===== src/arf_pkg.sv =====
`default_nettype none

package arf_pkg;

   localparam int unsigned WORD_W       = 16;
   localparam int unsigned DATA_W       = 12;
   localparam int unsigned CTRL_W       = 16;
   localparam int unsigned BUF_AW       = 4;
   localparam int unsigned BUF_DEPTH    = 16;

   // Field positions inside converter_control_one.
   localparam int unsigned CTRL_RES_BIT = 10;
   localparam int unsigned CTRL_FMT_LSB = 8;

   // Values after reset, and the write index step.
   localparam logic [15:0] RESULT_RST   = 16'h0000;
   localparam logic [3:0]  PTR_RST      = 4'h0;
   localparam logic [3:0]  PTR_STEP     = 4'h1;

   typedef enum logic [1:0] {
      ARF_FMT_INT   = 2'h0,
      ARF_FMT_SINT  = 2'h1,
      ARF_FMT_FRAC  = 2'h2,
      ARF_FMT_SFRAC = 2'h3
   } arf_format_t;

endpackage

`default_nettype wire


===== src/arf_formatter.sv =====
// Function
// RULE1: Control bit 10 set gives 12-bit results, clear gives 10-bit results.
// RULE2: Unsigned formats hold 12 or 10 magnitude bits and no sign bit.
// RULE3: Signed formats add a sign bit, giving 13 or 11 bits.
// RULE4: Signed results copy the sign bit into every higher word bit.
// RULE5: Control bits 9:8 choose the output format.
// RULE6: 12-bit layouts: integer, signed integer, fractional, signed fractional as specified.
// RULE7: Unsigned integer output is zero for negative codes, positive codes unchanged.
// RULE8: Signed integer output is the two's-complement code, -4096 to +4095.
// RULE9: Format codes 0..3 map int, signed int, frac, signed frac; 10-bit mirrors.
`timescale 1ns/1ps
`default_nettype none

module arf_formatter
   import arf_pkg::*;
(
   input  wire logic              clk,
   input  wire logic              rst,
   input  wire logic [CTRL_W-1:0] converter_control_one,
   input  wire logic              conv_valid,
   input  wire logic              conv_sign,
   input  wire logic [DATA_W-1:0] conv_data,
   input  wire logic              rd_en,
   input  wire logic [BUF_AW-1:0] rd_addr,
   output var  logic [WORD_W-1:0] rd_data,
   output var  logic              rd_valid,
   output var  logic [WORD_W-1:0] last_result,
   output var  logic              result_valid,
   output var  logic [BUF_AW-1:0] write_index
);

   logic              resolution_select;
   arf_format_t       output_format_select;
   logic [WORD_W-1:0] word;
   logic [WORD_W-1:0] next_last_result;
   logic              next_result_valid;
   logic              next_rd_valid;
   logic [BUF_AW-1:0] next_write_index;

   // The code from the conversion core is two's complement: the sign bit
   // sits directly above the data bits that the resolution uses.
   // Negative codes in the two unsigned formats give zero, as those formats cannot carry a sign.
   function automatic logic [WORD_W-1:0] arf_format(
      input logic              res12,
      input arf_format_t       fmt,
      input logic              sign,
      input logic [DATA_W-1:0] data
   );
      logic [WORD_W-1:0] w;
      w = RESULT_RST;
      if (res12) begin                                                   // see RULE1
         case (fmt)
            ARF_FMT_INT:   w = sign ? RESULT_RST : {4'h0, data};        // see RULE6 see RULE7 see RULE2
            ARF_FMT_SINT:  w = {{3{sign}}, sign, data};                 // see RULE8 see RULE4 see RULE3
            ARF_FMT_FRAC:  w = sign ? RESULT_RST : {data, 4'h0};        // see RULE6 see RULE2
            ARF_FMT_SFRAC: w = {sign, data, 3'h0};                      // see RULE6 see RULE3
            default:       w = RESULT_RST;
         endcase
      end else begin
         case (fmt)
            ARF_FMT_INT:   w = sign ? RESULT_RST : {6'h00, data[9:0]};  // see RULE9 see RULE2
            ARF_FMT_SINT:  w = {{5{sign}}, sign, data[9:0]};            // see RULE9 see RULE4 see RULE3
            ARF_FMT_FRAC:  w = sign ? RESULT_RST : {data[9:0], 6'h00};  // see RULE9 see RULE2
            ARF_FMT_SFRAC: w = {sign, data[9:0], 5'h00};                // see RULE9 see RULE3
            default:       w = RESULT_RST;
         endcase
      end
      return w;
   endfunction

   assign resolution_select    = converter_control_one[CTRL_RES_BIT];                      // see RULE1
   assign output_format_select = arf_format_t'(converter_control_one[CTRL_FMT_LSB +: 2]);  // see RULE5
   assign word = arf_format(resolution_select, output_format_select, conv_sign, conv_data);

   always_comb begin
      next_last_result  = last_result;
      next_write_index  = write_index;
      next_result_valid = 1'b0;
      next_rd_valid     = rd_en;
      if (conv_valid) begin
         next_last_result  = word;
         next_write_index  = write_index + PTR_STEP;
         next_result_valid = 1'b1;
      end
   end

   always_ff @(posedge clk) begin
      if (rst) begin
         last_result  <= RESULT_RST;
         write_index  <= PTR_RST;
         result_valid <= 1'b0;
         rd_valid     <= 1'b0;
      end else begin
         last_result  <= next_last_result;
         write_index  <= next_write_index;
         result_valid <= next_result_valid;
         rd_valid     <= next_rd_valid;
      end
   end

   // A conversion writes the buffer and advances the write index on the same edge.
   // The index wraps after the last entry, so the oldest word is overwritten without notice.
   arf_result_ram u_ram (
      .clk     (clk),
      .rst     (rst),
      .wr_en   (conv_valid),
      .wr_addr (write_index),
      .wr_data (word),
      .rd_en   (rd_en),
      .rd_addr (rd_addr),
      .rd_data (rd_data)
   );

   logic       res_q;
   logic [1:0] fmt_q;

   assign res_q = converter_control_one[CTRL_RES_BIT];
   assign fmt_q = converter_control_one[CTRL_FMT_LSB +: 2];
endmodule

`default_nettype wire


===== src/arf_result_ram.sv =====
`timescale 1ns/1ps
`default_nettype none

// Result buffer with one write port and one registered read port.
// A read and a write to the same entry in one cycle return the old word.
module arf_result_ram
   import arf_pkg::*;
(
   input  wire logic              clk,
   input  wire logic              rst,
   input  wire logic              wr_en,
   input  wire logic [BUF_AW-1:0] wr_addr,
   input  wire logic [WORD_W-1:0] wr_data,
   input  wire logic              rd_en,
   input  wire logic [BUF_AW-1:0] rd_addr,
   output var  logic [WORD_W-1:0] rd_data
);

   logic [WORD_W-1:0] mem [BUF_DEPTH];
   logic [WORD_W-1:0] next_rd_data;

   always_comb begin
      next_rd_data = rd_data;
      if (rd_en) begin
         next_rd_data = mem[rd_addr];
      end
   end

   always_ff @(posedge clk) begin
      if (wr_en) begin
         mem[wr_addr] <= wr_data;
      end
   end

   always_ff @(posedge clk) begin
      if (rst) begin
         rd_data <= RESULT_RST;
      end else begin
         rd_data <= next_rd_data;
      end
   end

endmodule

`default_nettype wire


===== config.mk =====
export PLATFORM = sky130hd
export DESIGN_NAME = arf_formatter
export DESIGN_NICKNAME = d
export VERILOG_FILES = /design/src/arf_pkg.sv /design/src/arf_formatter.sv /design/src/arf_result_ram.sv
export SDC_FILE = /design/constraint.sdc
export NUM_CORES = 1
export LEC_CHECK = 0
export BUFFER_PORTS_ARGS = -buffer_cell sky130_fd_sc_hd__buf_2
export CORE_MARGIN = 4
export CORE_UTILIZATION = 37
export DETAILED_ROUTE_END_ITERATION = 10
export REMOVE_ABC_BUFFERS = 1
export SLEW_MARGIN = 25
export SYNTH_ARGS = -nofsm -noshare
export SYNTH_HDL_FRONTEND = slang
export SYNTH_SLANG_ARGS = --single-unit

===== constraint.sdc =====
create_clock -name clk -period 3 [get_ports clk]
set_clock_uncertainty 0.1 [all_clocks]
set_input_delay 0.3 -clock clk [delete_from_list [all_inputs] [get_ports clk]]
set_output_delay 0.3 -clock clk [all_outputs]
set_load 0.1 [all_outputs]

## Word-level counts from Yosys, hierarchy flattened

Memory sizes are Yosys's and may differ from the RTL's. A register that Yosys moved wholly into a read port is not among the register bits.
Index checks and enable logic that the tools add are counted.

- Register bits: 22
- Memories kept: 1
- RAM bits: 256
- Input port bits: 37
- Output and inout port bits: 38
- Word-level logic and storage cells: 19

- Add/sub/neg operators: 1
- Equal/unequal tests: 3
- Muxes and demuxes: 9
- Reductions and logical operators: 1

Memories:

| name | depth | width | read ports | clocked after memory_dff | write ports | line | source |
|---|---|---|---|---|---|---|---|
| u_ram.mem | 16 | 16 | 1 | 1 | 1 | arf_result_ram.sv:19 | `logic [WORD_W-1:0] mem [BUF_DEPTH];` |

Operators by type and width:

| cell | count |
|---|---|
| case mux 16 bit (4 select lines) | 2 |
| 2-to-1 mux 16 bit | 3 |
| 2-to-1 mux 12 bit | 1 |
| 2-to-1 mux 10 bit | 1 |
| adder 4 x 1 -> 4 bit (second input constant) | 1 |
| == test 2 bit (second input constant) | 2 |
| == test 2 x 1 -> 1 bit (second input constant) | 1 |
| zero test 2 bit | 1 |
| 2-to-1 mux 1 bit | 2 |

## Longest topological paths before layout

- Depth in word-level cells: 3
- Depth in mapped cells: 6
- Mapped depth without buffers: 4

## By module

From an unflattened synthesis, not the netlist that was laid out.

- Cell total of the unflattened synthesis: 793
- Area total of the unflattened synthesis: 12037.8 µm²

By module, submodules not included:

| module | instances | cells each | area an instance (µm²) | seq. area each (µm²) |
|---|---|---|---|---|
| arf_result_ram | 1 | 606 | 10545.1 | 8007.7 |
| arf_formatter | 1 | 187 | 1492.7 | 440.4 |

## Worst setup path after synthesis

No wires, ideal clock.

- Kind: reg-to-reg
- Start: reg write_index[0]
- End: mem u_ram.mem[11][0] (enable)
- Path slack: 0.711 ns
- Path buffers: 0
- Clock period less this slack: 2.289 ns
- Setup time: 0.374 ns
- Required time: 2.526 ns
- Data arrival time: 1.815 ns
- Stages on the path, launching flop included: 3
- Path through: dfxtp_1 > ha_1 > and2_1

RTL lines:

| item | line | source |
|---|---|---|
| start, declared | arf_formatter.sv:29 | `output var logic [BUF_AW-1:0] write_index` |
| start signal, assigned | arf_formatter.sv:95 | `write_index <= next_write_index;` |
| end, declared | arf_result_ram.sv:19 |  |

Straight into the memory's write port.

## Worst setup path after layout

- Start: reg write_index[2]
- End: mem u_ram.mem[14][9] (enable)

Straight into the memory's write port.

==> impl_results.md <==
- Outcome: completed
- Dominant synthesized flop cell: edfxtp_1
- Pre-CTS setup slack: 0.604 ns
- Final Non-Filler Cells: 1291
- CP Data Required Time: 3.11 ns
- Reg2reg start: write_index[2]$_SDFFE_PP0P_
- Register area share after synthesis: 71.3%
- Syn_area_per_cell: 15.1 µm²
- Rel. slew slack: 33.9%
- Grt ovf: 0
- # DRC: 0
- Initial core utilization: 37.5%
- Postcts setup bufs: 0
- Filler cell count: 2856
- Crit path time final: 1.97 ns
- Synth unique cells: 49
- Pleak: 5.05 nW
- Worst setup path class: reg2reg
- DP Cell Count: 1235
- Tcrit/Tclk final: 65.6%
- Share of post-route cells with drive strength above 1: 16.4%
- Die W: 187 µm
- Mux cell area share after synthesis: 11.3%
- FFs w/ async S/R, synth: 0%
- Port buffer count: 61
- Number of synthesis warnings: 0
- CP Buf/Inv Count: 1
- Power Density: 645 nW/µm²
- Fin util: 43.1%
- TritonCTS Buffers: 29
- Main combinational cell family by area after synthesis: multiplexers
- Ranking of synthesized cells by area: edfxtp_1 65%, mux2i_1 11%, dfxtp_1 6.4%, a22oi_1 3.3%, nand3_1 2.2%
- CTS tree: built
- Simple-Gate Fraction of Synth Area: 7.18%
- Share of the synthesized area in the top cell type: 64.9%
- Maximum number of pins on one net before global-route repair: 42
- Max IR drop VDD: 448 µV
- Cell taking the most area after synthesis: edfxtp_1
- Via count: 6950
- MaxCap Viol Count: 0
- Largest stage delay on the critical path: 0.48 ns
- Hold Crit Start: conv_data[9]
- Hold endpoint: last_result[9]$_SDFFE_PP0P_
- Core Rows: 65
- DR pass1 iterations: 5
- Crit path max-delay family: simple AND/OR/NAND/NOR gates
- Cell Chain, Critical Path: and3_1, and2_1, buf_4
- Total GRT Usage: 15.7%
- Setup slack, reg-to-reg: 1.03 ns
- Final setup fails: 0
- Post-Synthesis Cells: 783
- Flops & latches, synth: 294
- Critical path's slowest cell: dfxtp_1
- N_diodes: 0
- Worst Hold Depth: 3
- Synth Area in XOR/XNOR: 0.222%
- Io pins: 75
- Post-route ant nets: 0
- Hpwl dp: 15900 µm
- Netlist Area Pre-Place: 11800 µm²
- CTS Sinks: 294
- CTS clock-pin slew for the worst setup and hold paths: 0.06 ns
- Drt via density: 5.38
- Final Hold Vio Count: 0
- Worst hold path type: in2reg
- Routed wire per std cell: 21.9 µm
- Cell Area, Placed: 12700 µm²
- First-pass GRT wire length: 42200 µm
- FF-to-FF path depth: 3
- Post-Layout Inst Area: 13600 µm²
- CTS max path bufs: 3
- Post-cts resize count: 0
- Unrepaired setup endpoints after global routing: false
- Clock root buffer: clkbuf_16
- Clock latency on the worst-skew pair: 0.53 ns
- CP max FO: 11
- Worst Setup End Kind: register
- Die Y: 187 µm
- Compound-gate portion of the synthesized area: 7.16%
- Fin nets: 908
- Slew @ Worst Pin: 0.988 ns
- Synthesis-to-finish area growth: 14.9%
- Adder-cell share of the synthesized area: 0.423%
- Initial antenna violation count: 0
- H-tree depth: 1
- Fmax: 508 MHz
- Core box area: 31600 µm²
- Vias in the first global route: 6772
- CP Launch Type: register
- WP data arrival: 2.08 ns
- Sum Neg Setup Slack: 0 ns
- Slew Limit Fails: 0
- Reg2reg end: u_ram.mem[14][9]$_DFFE_PP_
- Post-Route WL: 28300 µm
- Die area: 34900 µm²
- Initial DRC Count: 492
- Post-synth EDFFs: 256
- Placer Congestion: 0.771
- Final worst slack: 1.03 ns
per-stage QoR:
stage / hold slack, ns / total power (W)
6_report: 0.0262 / 0.00878
2_1_floorplan: 0.265 / 0.00524
5_1_grt: 0.0357 / 0.00906
3_5_place_dp: 0.343 / 0.00555
4_1_cts: 0.00663 / 0.00885
3_3_place_gp: 0.334 / 0.00553
worst register-to-register path, delay by kind of cell (launching register included):
kind,cells,cell delay [ns]
flops,1,0.48
buf+inv,1,0.36
simple gates,2,0.69
area by class of cell:
| class | instances | area (µm²) | share of cell area, % |
|---|---|---|---|
| Clock buffer | 35 | 758 | 5.57 |
| Clock inverter | 18 | 110 | 0.809 |
| Inverter | 12 | 45.0 | 0.331 |
| Multi-Input combinational cell | 432 | 3130 | 23.0 |
| Sequential cell | 294 | 8450 | 62.0 |
| Tap cell | 402 | 503 | 3.69 |
| Timing Repair Buffer | 98 | 622 | 4.57 |
synthesized netlist by cell type, types with 2 or more instances:
cell type / number
a221oi_1: 6
nand2b_1: 8
nor3_1: 2
buf_2: 9
a211oi_1: 2
o22ai_1: 2
inv_1: 12
nor2b_1: 5
nor2_1: 24
mux2i_1: 132
and2_1: 22
o21ai_0: 4
a21o_1: 4
a22oi_1: 52
o21a_1: 5
edfxtp_1: 256
dfxtp_1: 38
buf_4: 12
nand2_1: 49
xor2_1: 2
nor3b_1: 2
ha_1: 4
clkbuf_1: 22
or3b_1: 2
nand3_1: 51
mux2_2: 2
a311oi_1: 3
a21oi_1: 25
o32ai_1: 3
a211o_1: 4
where the power goes:
group | switching (W) | internal (W)
registers | 0.0000373 | 0.00457
clock network | 0.00145 | 0.00187
logic | 0.000648 | 0.000206
total | 0.00213 | 0.00665
kinds of logic (layout without fill, tap and decap cells):
| kind of cell | count (synthesis) | count (layout) |
|---|---|---|
| compound gates | 119 | 119 |
| fa+ha+maj | 4 | 4 |
| simple gates | 172 | 172 |
| buf+inv | 57 | 163 |
| xor+xnor | 3 | 3 |
| flops | 294 | 294 |
| mux | 134 | 134 |
how the worst max path moves through the flow:
stage                                           start                          to  slack (ns)  cells after the start
after floorplan           write_index[0]$_SDFFE_PP0P_  u_ram.mem[11][0]$_DFFE_PP_        0.71                      2
after global placement       converter_control_one[9]  u_ram.mem[1][10]$_DFFE_PP_        0.69                      5
after detailed placement     converter_control_one[9]  u_ram.mem[9][10]$_DFFE_PP_        0.60                      5
after CTS                 write_index[2]$_SDFFE_PP0P_  u_ram.mem[14][9]$_DFFE_PP_        1.03                      3
after global routing      write_index[2]$_SDFFE_PP0P_  u_ram.mem[14][9]$_DFFE_PP_        0.99                      3
final                     write_index[2]$_SDFFE_PP0P_  u_ram.mem[14][9]$_DFFE_PP_        1.03                      3
registers in the layout, summed over array words and instances, names as in the netlist:
| name | cells |
|---|---|
| rd_valid | 1 |
| result_valid | 1 |
| u_ram.mem | 256 |
| write_index | 4 |
| last_result | 16 |
| u_ram.rd_data | 16 |
layout by cell type (no fill, tap or decap), types with 22 or more instances in the layout:
master,synthesis,layout
buf_4,12,32
dfxtp_1,38,38
mux2i_1,132,132
a21oi_1,25,25
a22oi_1,52,52
nor2_1,24,22
buf_2,9,60
and2_1,22,22
nand2_1,49,49
edfxtp_1,256,256
clkbuf_16,0,29
nand3_1,51,51
layer usage:
metal	part of all wire (%)	up-vias	global-route usage [%]	routed length, µm
met5	0	-	0	0
met4	2.9	0	4.69	827
met3	5.8	51	2.28	1640
met2	45	212	24.5	12600
met1	47	3511	23.0	13200
li1	-	3176	-	-
repair_timing:
item,CTS,global route
hold endpoints to repair,2,0
setup endpoints to repair,0,0
hold buffers,3,0
Note: power is estimated with default switching activity, not from simulation.
